`config.mk`:
```
export PLATFORM = sky130hd
export DESIGN_NAME = ptm_timer
export DESIGN_NICKNAME = d
export VERILOG_FILES = /design/src/core/ptm_pkg.sv /design/src/core/ptm_timer.sv
export SDC_FILE = /design/constraint.sdc
export NUM_CORES = 1
export LEC_CHECK = 0
export BUFFER_PORTS_ARGS = -buffer_cell sky130_fd_sc_hd__buf_2
export CORE_MARGIN = 8
export CORE_UTILIZATION = 53
export DETAILED_ROUTE_END_ITERATION = 8
export PLACE_DENSITY = 0.78
export SYNTH_ARGS = -nofsm -noshare
export SYNTH_HDL_FRONTEND = slang
export SYNTH_SLANG_ARGS = --single-unit
```
`constraint.sdc`:
```
create_clock -name clk -period 2.9 [get_ports clk]
set_input_delay 0.145 -clock clk [delete_from_list [all_inputs] [get_ports clk]]
set_output_delay 0.145 -clock clk [all_outputs]
set_load 0.02 [all_outputs]
```
`src/core/ptm_pkg.sv`:
```
/*
 ptm_pkg: register offsets, field positions, codes and reset values of the periodic timer unit.
 assumes: a 32-bit apb slave with byte-wide registers in the low lanes, one aligned word each.
*/
package ptm_pkg;
   localparam int PTM_ADDR_W = 8;
   localparam int PTM_DATA_W = 32;

   // byte addresses
   localparam logic [7:0] PTM_OFS_CTRL = 8'h00;
   localparam logic [7:0] PTM_OFS_RUN = 8'h04;
   localparam logic [7:0] PTM_OFS_CNT_LO = 8'h08;
   localparam logic [7:0] PTM_OFS_CNT_HI = 8'h0C;
   localparam logic [7:0] PTM_OFS_DUTY_LO = 8'h10;
   localparam logic [7:0] PTM_OFS_DUTY_HI = 8'h14;
   localparam logic [7:0] PTM_OFS_PER_LO = 8'h18;
   localparam logic [7:0] PTM_OFS_PER_HI = 8'h1C;
   localparam logic [7:0] PTM_OFS_FLAG = 8'h20;

   // timer_control_one fields
   localparam int PTM_MODE_HI = 7;
   localparam int PTM_MODE_LO = 6;
   localparam int PTM_IO_HI = 5;
   localparam int PTM_IO_LO = 4;
   localparam int PTM_OC_BIT = 3;
   localparam int PTM_POL_BIT = 2;
   localparam int PTM_CCLR_BIT = 0;

   // run register fields
   localparam int PTM_RUN_BIT = 0;
   localparam int PTM_DIV_LO = 1;
   localparam int PTM_DIV_HI = 3;

   // flag register fields
   localparam int PTM_FLAG_A_BIT = 0;
   localparam int PTM_FLAG_P_BIT = 1;

   // mode_select_bits codes
   localparam logic [1:0] PTM_MODE_CMP = 2'h0;
   localparam logic [1:0] PTM_MODE_CAP = 2'h1;
   localparam logic [1:0] PTM_MODE_PWM = 2'h2;
   localparam logic [1:0] PTM_MODE_TMR = 2'h3;

   // pin_action_bits codes, compare-match mode
   localparam logic [1:0] PTM_IO_NONE = 2'h0;
   localparam logic [1:0] PTM_IO_LOW = 2'h1;
   localparam logic [1:0] PTM_IO_HIGH = 2'h2;
   localparam logic [1:0] PTM_IO_TOGGLE = 2'h3;

   // pin_action_bits codes, pwm mode
   localparam logic [1:0] PTM_PWM_INACT = 2'h0;
   localparam logic [1:0] PTM_PWM_ACT = 2'h1;
   localparam logic [1:0] PTM_PWM_WAVE = 2'h2;
   localparam logic [1:0] PTM_PWM_PULSE = 2'h3;

   // counter widths and masks
   localparam int PTM_WIDE_W = 16;
   localparam int PTM_NARROW_W = 10;
   localparam logic [15:0] PTM_MAX_WIDE = 16'hFFFF;
   localparam logic [15:0] PTM_MAX_NARROW = 16'h03FF;

   // reset values and the divider unit constant
   localparam logic [7:0] PTM_BYTE_RST = 8'h00;
   localparam logic [15:0] PTM_WORD_RST = 16'h0000;
   localparam logic [7:0] PTM_DIV_ONE = 8'h01;
endpackage : ptm_pkg

```
`src/core/ptm_timer.sv`:
```
/*
 ptm_timer: periodic timer unit with one up-counter, duty and period comparators, compare-match,
 timer/counter, pwm and single-pulse modes, and an apb register slave.
 assumes: one clock, asynchronous active-high reset, an apb master that keeps the protocol.
*/
// The register offsets and the APB slave port were left to the implementer.
// Function
// - count readable as read-only low/high bytes
// - narrow unit high bytes read upper zero
// - duty compare value read/write, two bytes
// - period compare value read/write, two bytes
// - mode bits pick compare, pwm, timer
// - clear source low: clear on period match
// - clear source high: clear on duty match in compare and timer modes
// - zero duty: overflow at max, no flag
// - compare mode pin acts on duty match
// - run rise loads initial pin level
// - timer mode counts like compare, no pin
// - pwm: period match clears except in pulse code, duty sets duty
// - pwm raises both match flags, pulse code only the duty flag
// - pwm polarity and pin action select
// - invert bit inverts the output
// - zero period gives full-range period
// - pwm pin codes: off, on, wave, pulse
// - duty at or above period: always active
`timescale 1ns/10ps
module ptm_timer #(
   parameter bit WIDE_UNIT = 1'b1
) (
   input wire logic clk,
   input wire logic rst,
   input wire logic psel,
   input wire logic penable,
   input wire logic pwrite,
   input wire logic [ptm_pkg::PTM_ADDR_W-1:0] paddr,
   input wire logic [ptm_pkg::PTM_DATA_W-1:0] pwdata,
   input wire logic [3:0] pstrb,
   output logic [ptm_pkg::PTM_DATA_W-1:0] prdata,
   output logic pready,
   output logic pslverr,
   output logic timer_out,
   output logic timer_out_oe,
   output logic match_a_flag,
   output logic match_p_flag
);
   import ptm_pkg::*;

   localparam logic [15:0] CNT_MASK = WIDE_UNIT ? PTM_MAX_WIDE : PTM_MAX_NARROW;

   // register state
   logic [7:0] ctrl_reg;
   logic [7:0] ctrl_next;
   logic [7:0] run_ctl_reg;
   logic [7:0] run_ctl_next;
   logic [15:0] duty_reg;
   logic [15:0] duty_next;
   logic [15:0] period_reg;
   logic [15:0] period_next;
   logic [1:0] flag_reg;
   logic [1:0] flag_next;
   logic [31:0] prdata_reg;
   logic [31:0] prdata_next;
   logic slverr_reg;
   logic slverr_next;

   // timer state
   logic [15:0] cnt_reg;
   logic [15:0] cnt_next;
   logic [7:0] pre_reg;
   logic [7:0] pre_next;
   logic run_d_reg;
   logic run_d_next;
   logic pin_reg;
   logic pin_next;
   logic out_reg;
   logic out_next;
   logic oe_reg;
   logic oe_next;

   // decoded controls
   logic [1:0] mode;
   logic [1:0] io;
   logic oc;
   logic pol;
   logic cclr;
   logic run;
   logic [2:0] div_sel;
   logic [7:0] div_mask;
   logic run_rise;
   logic tick;
   logic [15:0] cnt_inc;
   logic hit_a;
   logic hit_p;
   logic pwm_mode;
   logic pulse_mode;
   logic cmp_like;
   logic a_clears;
   logic p_used;
   logic cnt_clear;
   logic set_a;
   logic set_p;
   logic pulse_end;
   logic pwm_wave;
   logic pwm_level;
   logic wr_en;
   logic rd_setup;
   logic [7:0] wbyte;

   assign mode = ctrl_reg[PTM_MODE_HI:PTM_MODE_LO];
   assign io = ctrl_reg[PTM_IO_HI:PTM_IO_LO];
   assign oc = ctrl_reg[PTM_OC_BIT];
   assign pol = ctrl_reg[PTM_POL_BIT];
   assign cclr = ctrl_reg[PTM_CCLR_BIT];
   assign run = run_ctl_reg[PTM_RUN_BIT];
   assign div_sel = run_ctl_reg[PTM_DIV_HI:PTM_DIV_LO];

   // bus handshake: zero wait states, read data latched in the setup cycle
   assign pready = psel & penable;
   assign wr_en = psel & penable & pwrite & pstrb[0];
   assign rd_setup = psel & ~penable;
   assign wbyte = pwdata[7:0];
   assign prdata = prdata_reg;
   assign pslverr = slverr_reg;
   assign match_a_flag = flag_reg[PTM_FLAG_A_BIT];
   assign match_p_flag = flag_reg[PTM_FLAG_P_BIT];
   assign timer_out = out_reg;
   assign timer_out_oe = oe_reg;

   // mode decode
   always_comb begin
      pwm_mode = (mode == PTM_MODE_PWM);
      pulse_mode = pwm_mode && (io == PTM_PWM_PULSE);
      cmp_like = (mode == PTM_MODE_CMP) || (mode == PTM_MODE_TMR);
      a_clears = cmp_like && cclr;
      p_used = !pulse_mode && !a_clears;
   end

   // prescaler and comparators
   always_comb begin
      run_rise = run && !run_d_reg;
      div_mask = (PTM_DIV_ONE << div_sel) - PTM_DIV_ONE;
      tick = run && !run_rise && ((pre_reg & div_mask) == div_mask);
      cnt_inc = (cnt_reg + 16'h0001) & CNT_MASK;
      hit_a = tick && (duty_reg != PTM_WORD_RST) && (cnt_inc == duty_reg);
      hit_p = tick && (period_reg != PTM_WORD_RST) && (cnt_inc == period_reg);
      cnt_clear = (a_clears && hit_a) || (p_used && hit_p);
      set_a = hit_a;
      set_p = p_used && hit_p;
      pulse_end = pulse_mode && hit_a;
   end

   // counter, prescaler and compare pin state
   always_comb begin
      cnt_next = cnt_reg;
      pre_next = pre_reg + 8'h01;
      run_d_next = run;
      pin_next = pin_reg;
      if (run_rise) begin
         cnt_next = PTM_WORD_RST;
         pre_next = PTM_BYTE_RST;
         pin_next = oc;
      end else if (tick) begin
         if (cnt_clear) begin
            cnt_next = PTM_WORD_RST;
         end else begin
            cnt_next = cnt_inc;
         end
         if ((mode == PTM_MODE_CMP) && hit_a) begin
            unique case (io)
               PTM_IO_NONE: pin_next = pin_reg;
               PTM_IO_LOW: pin_next = 1'b0;
               PTM_IO_HIGH: pin_next = 1'b1;
               PTM_IO_TOGGLE: pin_next = !pin_reg;
            endcase
         end
      end
   end

   // output waveform
   always_comb begin
      if ((period_reg != PTM_WORD_RST) && (duty_reg >= period_reg)) begin
         pwm_wave = 1'b1;
      end else begin
         pwm_wave = (cnt_reg < duty_reg);
      end
      unique case (io)
         PTM_PWM_INACT: pwm_level = !oc;
         PTM_PWM_ACT: pwm_level = oc;
         PTM_PWM_WAVE: pwm_level = pwm_wave ? oc : !oc;
         PTM_PWM_PULSE: pwm_level = run ? oc : !oc;
      endcase
      out_next = (pwm_mode ? pwm_level : pin_reg) ^ pol;
      oe_next = (mode == PTM_MODE_CMP) || pwm_mode;
   end

   always_ff @(posedge clk or posedge rst) begin
      if (rst) begin
         cnt_reg <= PTM_WORD_RST;
         pre_reg <= PTM_BYTE_RST;
         run_d_reg <= 1'b0;
         pin_reg <= 1'b0;
         out_reg <= 1'b0;
         oe_reg <= 1'b0;
      end else begin
         cnt_reg <= cnt_next;
         pre_reg <= pre_next;
         run_d_reg <= run_d_next;
         pin_reg <= pin_next;
         out_reg <= out_next;
         oe_reg <= oe_next;
      end
   end

   // register file
   always_comb begin
      ctrl_next = ctrl_reg;
      run_ctl_next = run_ctl_reg;
      duty_next = duty_reg;
      period_next = period_reg;
      prdata_next = prdata_reg;
      slverr_next = slverr_reg;
      flag_next = flag_reg;
      if (pulse_end) begin
         run_ctl_next[PTM_RUN_BIT] = 1'b0;
      end
      if (wr_en) begin
         unique case (paddr)
            PTM_OFS_CTRL: ctrl_next = wbyte;
            PTM_OFS_RUN: run_ctl_next = {4'h0, wbyte[PTM_DIV_HI:PTM_RUN_BIT]};
            PTM_OFS_DUTY_LO: duty_next[7:0] = wbyte;
            PTM_OFS_DUTY_HI: duty_next[15:8] = wbyte & CNT_MASK[15:8];
            PTM_OFS_PER_LO: period_next[7:0] = wbyte;
            PTM_OFS_PER_HI: period_next[15:8] = wbyte & CNT_MASK[15:8];
            PTM_OFS_FLAG: flag_next = flag_reg & ~wbyte[PTM_FLAG_P_BIT:PTM_FLAG_A_BIT];
            default: ;
         endcase
      end
      // hardware set wins over a same-cycle clear
      if (set_a) begin
         flag_next[PTM_FLAG_A_BIT] = 1'b1;
      end
      if (set_p) begin
         flag_next[PTM_FLAG_P_BIT] = 1'b1;
      end
      if (rd_setup) begin
         slverr_next = 1'b0;
         unique case (paddr)
            PTM_OFS_CTRL: prdata_next = {24'h00_0000, ctrl_reg};
            PTM_OFS_RUN: prdata_next = {24'h00_0000, run_ctl_reg};
            PTM_OFS_CNT_LO: prdata_next = {24'h00_0000, cnt_reg[7:0]};
            PTM_OFS_CNT_HI: prdata_next = {24'h00_0000, cnt_reg[15:8] & CNT_MASK[15:8]};
            PTM_OFS_DUTY_LO: prdata_next = {24'h00_0000, duty_reg[7:0]};
            PTM_OFS_DUTY_HI: prdata_next = {24'h00_0000, duty_reg[15:8]};
            PTM_OFS_PER_LO: prdata_next = {24'h00_0000, period_reg[7:0]};
            PTM_OFS_PER_HI: prdata_next = {24'h00_0000, period_reg[15:8]};
            PTM_OFS_FLAG: prdata_next = {30'h0000_0000, flag_reg};
            default: begin
               prdata_next = 32'h0000_0000;
               slverr_next = 1'b1;
            end
         endcase
      end
   end

   always_ff @(posedge clk or posedge rst) begin
      if (rst) begin
         ctrl_reg <= PTM_BYTE_RST;
         run_ctl_reg <= PTM_BYTE_RST;
         duty_reg <= PTM_WORD_RST;
         period_reg <= PTM_WORD_RST;
         flag_reg <= 2'h0;
         prdata_reg <= 32'h0000_0000;
         slverr_reg <= 1'b0;
      end else begin
         ctrl_reg <= ctrl_next;
         run_ctl_reg <= run_ctl_next;
         duty_reg <= duty_next;
         period_reg <= period_next;
         flag_reg <= flag_next;
         prdata_reg <= prdata_next;
         slverr_reg <= slverr_next;
      end
   end
endmodule : ptm_timer

```
==> metrics.yaml, run 1 <==
placed_design:
  pre_cts_slack_ps: 6.881
  portBuffers: 35
  place_inst: 831
  hpwl_um: 14240
  routabilityCongestion: 1.006
  dpl_cell_area_um2: 6500
synthesis:
  muxShareOfSynthArea_pct: 7.159
  synth_edf_count: 0
  synthTopCellsByArea: "dfrtp_1 (34%), ha_1 (7.5%), mux2_2 (7.2%)"
  yosys.area_share.adder_pct: 7.536
  ys.warnings.count: 0
  synth_area_um2: 5977
  synth_compound_area_share_pct: 16.77
  synth-seq-cells: 82
  synth_xor_area_share_pct: 6.992
  async_flop_share_pct: 100.0
  synth_cell_types: 65
  synthMostInstantiatedCell: "dfrtp_1"
  synth_top_family_by_area: "simple AND/OR/NAND/NOR gates"
  avgSynthCellArea_um2: 9.442
  synth_commonest_cells: "dfrtp_1 (82), inv_1 (42), nand2_1 (40), mux2_2 (38), ha_1 (36)"
  synth-simple-area-share_pct: 19.38
  ys_seq_area_share_pct: 34.33
  syn_inst: 633
  yosys.area.top_type_share_pct: 34.33
  synth.largest_area_cell: "dfrtp_1"
  synthFlopType: "dfrtp_1"
finish:
  final_layout_size_suffix_gt1_share_pct: 23.49
  final_nets: 791
  design_area_um2: 6943
  fillers: 907
  instances_no_fill: 851
  antenna_cells: 0
  synthToLayoutAreaGrowth_pct: 16.16
setup_path:
  arrival_ps: 3090
  cp-end-kind: "flop"
  crit_family: "simple AND/OR/NAND/NOR gates"
  path_max_fanout: 14
  crit_path_max_incr_delay_ps: 530
  worst-path-buf-inv: 2
  worst-setup-path-type: "flop to flop"
  cp.required_ps: 3130
  path_cells: "buf_12 > nand4_4 > nor4_4 > nor3_2 > a2111oi_2 > nand4_1 > or4_4 > buf_6 > a31oi_1 > a31oi_1"
  worst_path_most_repeated_cell: "a31oi_1"
  critPathSlowestCell: "nor4_4"
  worstSetupStartpointType: "flop"
clock_network:
  clockBufferDepth: 2
  htreeDepth: 3
  cts_tree: "yes"
  cts.clk_slew.worst_paths_ps: 70
  cts_sinks: 82
  cts-root-buf: "clkbuf_16"
  numCtsBuffers: 9
  clock_latency_ps: 350
timing:
  finClkSkew_ps: 9.512
  final.period_utilization_pct: 98.51
  fin_ws_ps: 43.27
  post-route-min-period_ps: 2857
  max_freq_ghz: 0.3501
  worst_pin_slew_ps: 767.0
  finalSetupViolCount: 0
  rsz0062_at_grt: "yes"
  maxSlewViolCount: 0
  hold_viol: 0
  slew_headroom_pct: 48.81
power_and_ir_drop:
  switching_share_pct: 27.70
  clkPwrFrac_pct: 42.8
  leakage_nw: 3.156
  p_total_mw: 2.660
  seq_power_share_pct: 47.0
  p_per_area_nw_per_um2: 383.1
  pwr-share-comb_pct: 10.2
  power.net_switching_mw: 0.7368
  intPower_mw: 1.923
  ir_worst_vdd_mv: 0.4806
routing:
  drc_errors: 0
  drt_first_pass_iters: 9
  drt.antenna.violating_nets: 0
  vias: 5425
  vias_per_cell: 6.375
  drt-total-wl_um: 18530
  drt-initial-drc-count: 662
  avgRoutedWirePerCell_um: 21.78
die:
  start_util_pct: 54.66
  die-area_um2: 14930
  die_x_um: 122.2
  fp.dieH_um: 122.2
  io_pins: 87
  fp.coreArea_um2: 10940
  core.rowCount: 38
grt:
  grt_pass1_wl_um: 28990
  antenna_found_initial: 0
  grt_pass1_vias: 5396
  grt-ovfl-total: 0
  grt_usage_pct: 25.13
  grt_start_max_net_pins: 46
run_status:
  status: "complete, no violations"
job:
  cap_violations: 0
worst_hold_path:
  min-delay-path-class: "input pin to flop"
stage by stage:
step,hold slack [ps],setup TNS [ps],util (%)
after floorplan,295.5,0,-
after global placement,279.2,0,59.44
after detailed placement,291.8,0,59.44
after CTS,99.31,0,62.35
after global routing,114.3,-1600,63.49
final,104.7,0,63.49
worst reg2reg max path: stages, from the launching register on:
cell       delay (ps)
dfrtp_1           400
buf_12            130
nand4_4           150
nor4_4            530
nor3_2             90
a2111oi_2         410
nand4_1           140
or4_4             440
buf_6             180
a31oi_1           200
a31oi_1            60
cell type report:
class                           count  area [µm²]  area share (%)
Clock buffer                       10       239.0           3.442
Clock inverter                      6       60.06          0.8650
Inverter                           42       158.9           2.289
Multi-Input combinational cell    484        3656           52.66
Sequential cell                    82        2053           29.57
Tap cell                          140       175.2           2.523
Timing Repair Buffer               87       600.6           8.650
timing repair:
item	4_1_cts	5_1_grt
pin swaps	0	5
buffers inserted	0	3
resized for setup	1	16
endpoints found under the hold margin	43	0
endpoints found under the setup margin	9	17
hold buffers	1	0
cell families after synthesis:
family                     count (synthesis)
and+or+nand+nor                          199
AOI/OAI and AO/OA                        148
buffers and inverters                     90
DFF                                       82
xor gates and xnor gates                  39
muxes                                     38
adders and majority gates                 36
other                                      1
worst paths after layout:
kind,from,end,slack [ps],depth (start not counted)
max,cnt_reg[0],cnt_reg[9],40,10
min,pwdata[7],duty_reg[7],100,2
max reg2reg,cnt_reg[0],cnt_reg[9],40,10
min reg2reg,prdata[5],prdata[5],470,1
max in group asynchronous,rst,cnt_reg[3],1680,4
min in group asynchronous,rst,prdata[7],440,3
layer usage:
metal / share of wire [%] / up-vias / wire length (µm) / track usage, %
li1: - / 2444 / - / -
met1: 41 / 2648 / 7628 / 33.02
met2: 47 / 282 / 8705 / 40.04
met3: 9.0 / 51 / 1677 / 5.090
met4: 2.8 / 0 / 519 / 9.596
met5: 0 / - / 0 / 0
power groups by stage:
| stage | clock network, mW | registers [mW] | logic [mW] |
|---|---|---|---|
| after floorplan | 0 | 1.26 | 0.217 |
| after global placement | 0 | 1.27 | 0.254 |
| after detailed placement | 0 | 1.27 | 0.269 |
| after CTS | 1.15 | 1.25 | 0.273 |
| after global routing | 1.19 | 1.26 | 0.300 |
| final | 1.14 | 1.25 | 0.272 |
placed cells by master (no fill, tap or decap), types with 25 or more instances in the layout:
| cell type | count |
|---|---|
| nand3_1 | 25 |
| buf_2 | 35 |
| o21ai_0 | 26 |
| nor2_1 | 32 |
| a31oi_1 | 27 |
| ha_1 | 35 |
| mux2_2 | 38 |
| buf_4 | 47 |
| inv_1 | 41 |
| dfrtp_1 | 81 |
| nand2_1 | 40 |
Note: power is estimated with default switching activity, not from simulation.
==> run 2: changes to the inputs <==
--- a/config.mk
+++ b/config.mk
@@ -7,9 +7,9 @@
 export LEC_CHECK = 0
 export BUFFER_PORTS_ARGS = -buffer_cell sky130_fd_sc_hd__buf_2
 export CORE_MARGIN = 8
-export CORE_UTILIZATION = 53
+export CORE_UTILIZATION = 50
 export DETAILED_ROUTE_END_ITERATION = 8
-export PLACE_DENSITY = 0.78
+export PLACE_DENSITY = 0.74
 export SYNTH_ARGS = -nofsm -noshare
 export SYNTH_HDL_FRONTEND = slang
 export SYNTH_SLANG_ARGS = --single-unit
==> metrics.yaml, run 2 (synthesized netlist as in run 1, its figures left out) <==
run_status:
  status: "complete, no violations"
setup_path:
  startpoint: "cnt_reg[11]"
  cp.required_ps: 3100  # -30 ps
  arrival_ps: 2990  # -100 ps
  path_max_fanout: 12  # -2
  reg2reg_slack_ps: 110  # +70 ps
  crit_path_max_incr_delay_ps: 490  # -40 ps
  path_cells: "nand3_4 > nor4_4 > nor3_1 > a2111oi_2 > buf_4 > nand4_1 > or4_1 > buf_4 > a31oi_1 > a31oi_1"
  r2r-end: "cnt_reg[15]"
  timing.rr.start: "cnt_reg[11]"
  worst-setup-path-type: "flop to flop"
  worst-path-buf-inv: 2  # unchanged
  critPathSlowestCell: "nor4_4"
  ff2ff_path_depth: 10  # unchanged
  cp-end-kind: "flop"
  worstSetupStartpointType: "flop"
  crit_family: "simple AND/OR/NAND/NOR gates"
timing:
  worst_pin_slew_ps: 752.0  # -14.98 ps
  max_freq_ghz: 0.3590  # +2.5%
  maxSlewViolCount: 0  # unchanged
  hold_viol: 0  # unchanged
  finalSetupViolCount: 0  # unchanged
  final.period_utilization_pct: 96.06  # -2.4 points
  post-route-min-period_ps: 2786  # -70.96 ps
  finalSetupTns_ps: 0  # unchanged
  finClkSkew_ps: 8.115  # -1.397 ps
  slew_headroom_pct: 49.53  # +0.72 points
routing:
  drt-initial-drc-count: 509  # -23%
  drt_first_pass_iters: 8  # -1
  vias: 5363  # -1.1%
  drc_errors: 0  # unchanged
  vias_per_cell: 6.302  # -1.1%
  drt.antenna.violating_nets: 0  # unchanged
  avgRoutedWirePerCell_um: 20.90  # -4.0%
  drt-total-wl_um: 17790  # -4.0%
placed_design:
  hpwl_um: 13590  # -4.6%
  portBuffers: 35  # unchanged
  routabilityCongestion: 1.007  # about the same
clock_network:
  cts_tree: "yes"
  htreeDepth: 3  # unchanged
  cts-root-buf: "clkbuf_16"
  numCtsBuffers: 9  # unchanged
  cts.clk_slew.worst_paths_ps: 60  # about the same
  clockBufferDepth: 2  # unchanged
  cts_sinks: 82  # unchanged
  clock_latency_ps: 340  # about the same
grt:
  grt_pass1_vias: 5246  # -2.8%
  grt_usage_pct: 22.87  # -2.3 points
  antenna_found_initial: 0  # unchanged
  grt-ovfl-total: 0  # unchanged
  grt_start_max_net_pins: 83  # +80%
  grt_pass1_wl_um: 28560  # -1.5%
power_and_ir_drop:
  ir_worst_vdd_mv: 0.4096  # -15%
  p_total_mw: 2.563  # -3.6%
  leakage_nw: 3.088  # -2.2%
  p_per_area_nw_per_um2: 375.1  # -2.1%
die:
  die-area_um2: 15710  # +5.2%
  fp.dieH_um: 125.3  # +2.6%
  io_pins: 87  # unchanged
  die_x_um: 125.3  # +2.6%
  fp.coreArea_um2: 11860  # +8.5%
  start_util_pct: 50.39  # -4.3 points
  core.rowCount: 40  # +5.3%
finish:
  synthToLayoutAreaGrowth_pct: 14.34
  final_layout_size_suffix_gt1_share_pct: 22.30  # -1.2 points
  fillers: 1049  # +16%
  final_common_cell: "dfrtp_1"
  antenna_cells: 0  # unchanged
  final_nets: 784  # -0.88%
  layout_common_cells: "dfrtp_1 (80), inv_1 (41), buf_4 (41)"
worst_hold_path:
  min-delay-path-class: "input pin to flop"
  hold-path-cell-count: 2  # unchanged
  hp-start: "pwdata[6]"
  min_to: "period_reg[6]"
job:
  cap_violations: 0  # unchanged
## run 2: changes by cell type in the layout (fill, tap and decap cells not counted), moves of 3 or more
cell      previous run  this run
a31oi_4              3         0
clkinv_2             1         4
a31oi_1             27        31
buf_4               47        41
## run 2: timing repair
| item | in CTS | in global routing |
|---|---|---|
| gates resized for setup | 0 | 15 |
| pin swaps | 0 | 3 |
| setup buffers | 0 | 3 |
| hold buffers | 1 | 0 |
| setup endpoints to repair | 1 | 16 |
| endpoints found under the hold margin | 82 | 0 |
## run 2: report_power, final
part | internal (mW) | switching, mW
clock network | 0.581 | 0.467
registers | 1.20 | 0.0538
logic | 0.105 | 0.159
total | 1.88 | 0.680
## run 2: routing by layer
layer,global-route usage (%),share of wire (%),vias to the layer above
met2,37.36,47,262
met4,9.527,3.5,0
met5,0,0,-
li1,-,-,2421
met1,28.86,42,2630
met3,4.802,7.6,50
## run 2: worst max-delay path by stage
stage | cells past startpoint | slack [ps] | endpoint
2_1_floorplan | 10 | 100 | cnt_reg[1]
3_5_place_dp | 11 | 10 | cnt_reg[7]
4_1_cts | 10 | -2 | cnt_reg[15]
6_report | 10 | 110 | cnt_reg[15]
3_3_place_gp | 9 | 90 | cnt_reg[3]
5_1_grt | 10 | -4 | cnt_reg[13]
## run 2: cell type report
class | instances | area [µm²] | share of cell area [%]
Tap cell | 147 | 183.9 | 2.691
Sequential cell | 82 | 2054 | 30.06
Multi-Input combinational cell | 484 | 3622 | 53.00
Timing Repair Buffer | 80 | 544.3 | 7.964
Clock buffer | 10 | 229.0 | 3.350
Clock inverter | 6 | 41.29 | 0.6042
Inverter | 42 | 158.9 | 2.325
## run 2: per-stage QoR
step | util [%] | area [µm²] | setup WS, ps | std cells | hold WS (ps)
after CTS | 56.79 | 6736 | -1.717 | 848 | 89.41
after global routing | 57.62 | 6834 | -4.476 | 851 | 111.2
after detailed placement | 54.43 | 6456 | 10.62 | 831 | 270.3
after global placement | 54.43 | 6456 | 92.19 | 831 | 260.8
final | 57.62 | 6834 | 114.2 | 851 | 95.32
after floorplan | - | 6070 | 102.3 | 656 | 295.5
==> run 3: changes to the inputs <==
==> constraint.sdc (replaced) <==
create_clock -name clk -period 2.9 [get_ports clk]
set_input_delay 0.725 -clock clk [delete_from_list [all_inputs] [get_ports clk]]
set_output_delay 0.725 -clock clk [all_outputs]
set_load 0.02 [all_outputs]
==> metrics.yaml, run 3 (synthesized netlist as in run 1, its figures left out) <==
setup_path:
  arrival_ps: 3000  # about the same
  critPathSlowestCell: "or4_4"
  startpoint: "cnt_reg[4]"
  path_cells: "buf_4 > nand4_1 > buf_4 > xnor2_1 > nand2_1 > o21ai_0 > nand4_1 > or4_4 > buf_12 > a31oi_1 > a31oi_1"
  worstSetupStartpointType: "flop"
  timing.rr.start: "cnt_reg[4]"
  cp-end-kind: "flop"
  path_max_fanout: 15  # +3
  cp.required_ps: 3110  # about the same
  worst-setup-path-type: "flop to flop"
  crit_path_max_incr_delay_ps: 490  # about the same
timing:
  fin_ws_ps: 108.1  # -6.137 ps
  post-route-min-period_ps: 2792  # +6.137 ps
  final.period_utilization_pct: 96.27  # +0.21 points
  finClkSkew_ps: 11.13  # +3.011 ps
  worst_pin_slew_ps: 897.3  # +145.3 ps
  slew_headroom_pct: 40.18  # -9.3 points
  max_freq_ghz: 0.3582  # -0.22%
  finalSetupViolCount: 0  # unchanged
  maxSlewViolCount: 0  # unchanged
  rsz0062_at_grt: "yes"
  hold_viol: 0  # unchanged
die:
  die_x_um: 125.3  # unchanged
  core.rowCount: 40  # unchanged
  start_util_pct: 50.39  # unchanged
  fp.coreArea_um2: 11860  # unchanged
  die-area_um2: 15710  # unchanged
  io_pins: 87  # unchanged
  fp.dieH_um: 125.3  # unchanged
clock_network:
  clock_latency_ps: 350  # about the same
  cts_tree: "yes"
  cts.clk_slew.worst_paths_ps: 70  # about the same
  cts_sinks: 82  # unchanged
  htreeDepth: 3  # unchanged
  cts-root-buf: "clkbuf_16"
  clockBufferDepth: 2  # unchanged
  numCtsBuffers: 9  # unchanged
finish:
  final_nets: 794  # +1.3%
  synthToLayoutAreaGrowth_pct: 18.42
  final_layout_size_suffix_gt1_share_pct: 24.51  # +2.2 points
  antenna_cells: 0  # unchanged
  final_common_cell: "dfrtp_1"
  design_area_um2: 7078  # +3.6%
  fillers: 1020  # -2.8%
  layout_common_cells: "dfrtp_1 (79), buf_4 (47), inv_1 (41)"
  fin_util_pct: 59.67  # +2.1 points
routing:
  vias_per_cell: 6.330  # +0.44%
  wl_met2_um: 8928  # +6.1%
  drc_errors: 0  # unchanged
  drt-total-wl_um: 18970  # +6.6%
  drt-initial-drc-count: 593  # +17%
  highest_layer: "met4"
  wl_met1_um: 7928  # +7.3%
  avgRoutedWirePerCell_um: 22.03  # +5.4%
  vias: 5450  # +1.6%
  drt.antenna.violating_nets: 0  # unchanged
  drt_first_pass_iters: 7  # -1
  met3WireLength_um: 1539  # +13%
grt:
  grt_start_max_net_pins: 50  # -40%
  grt_pass1_wl_um: 29480  # +3.2%
  antenna_found_initial: 0  # unchanged
  grt_usage_pct: 24.05  # +1.2 points
  grt_pass1_vias: 5405  # +3.0%
  grt-ovfl-total: 0  # unchanged
power_and_ir_drop:
  clkPwrFrac_pct: 47.9  # +7.0 points
  leakage_nw: 3.195  # +3.4%
  p_per_area_nw_per_um2: 410.8  # +9.5%
  seq_power_share_pct: 43.0  # -5.8 points
  intPower_mw: 2.181  # +16%
  pwr-share-comb_pct: 9.1  # -1.2 points
  switching_share_pct: 24.99  # -1.5 points
  ir_worst_vdd_mv: 0.4582  # +12%
  power.net_switching_mw: 0.7267  # +6.9%
worst_hold_path:
  min-delay-path-class: "flop to flop"
  hp-start: "prdata[3]"
placed_design:
  hpwl_um: 14230  # +4.7%
  portBuffers: 35  # unchanged
  pre_cts_slack_ps: 17.19  # +6.570 ps
  dpl_cell_area_um2: 6536  # +1.2%
  routabilityCongestion: 0.9733  # -3.3%
run_status:
  status: "complete, no violations"
job:
  cap_violations: 0  # unchanged
## run 3: changes by cell type in the layout (fill, tap and decap cells not counted), sizes merged
cell         change
buf             +10
clkinv           -5
bufinv           +3
inv              +2
clkbuf           +1
dlygate4sd3      -1
## run 3: area by class of cell
cell class | count | area, µm² | area share (%)
repair buffers | 90 | 658.1 | 9.298
multi-input cells | 484 | 3664 | 51.76
clock inverters | 6 | 118.9 | 1.679
flip-flops and latches | 82 | 2056 | 29.04
clock buffers | 10 | 239.0 | 3.376
inverters | 42 | 158.9 | 2.245
well taps | 147 | 183.9 | 2.599
## run 3: final timing paths
| path | to | slack [ps] | depth (start not counted) |
|---|---|---|---|
| min in group asynchronous | prdata[3] | 530 | 2 |
| worst max-delay path | cnt_reg[4] | 110 | 11 |
| worst min-delay path | prdata[3] | 470 | 1 |
| worst max register to register | cnt_reg[4] | 110 | 11 |
| max in group asynchronous | ctrl_reg[7] | 1700 | 3 |
| worst min register to register | prdata[3] | 470 | 1 |
## run 3: what timing repair did
item | in CTS | in global routing
cloned | 0 | 1
pin swaps | 1 | 10
setup buffers | 1 | 3
hold buffers | 0 | 0
setup endpoints to repair | 8 | 18
resized for setup | 0 | 26
## run 3: through the flow
step,std cells,hold slack [ps],TNS [ps],power [mW]
after floorplan,656,432.9,0,1.474
after global placement,840,459.5,0,1.522
after detailed placement,840,468.2,0,1.533
after CTS,857,483.0,0,2.920
after global routing,861,498.5,-13.49,3.000
final,861,474.6,0,2.908
## run 3: critical path: cells and delay by family, from the launching register on
kind / cells / cell delay [ps]
buffers and inverters: 3 / 650
flip-flops: 1 / 390
AND/OR/NAND/NOR: 4 / 960
AO/OA/AOI/OAI: 3 / 480
XOR/XNOR: 1 / 150
## run 3: metal layers
| layer | up-vias | global-route usage, % |
|---|---|---|
| li1 | 2448 | - |
| met1 | 2703 | 30.53 |
| met2 | 251 | 38.86 |
| met3 | 48 | 5.142 |
| met4 | 0 | 10.24 |
| met5 | - | 0 |
## run 3: power by group through the flow
stage	sequential [mW]	combinational, mW	clock (mW)
finish	1.25	0.266	1.39
floorplan	1.26	0.217	0
global route	1.26	0.302	1.44
CTS	1.25	0.266	1.40
global placement	1.27	0.256	0
detailed placement	1.27	0.263	0
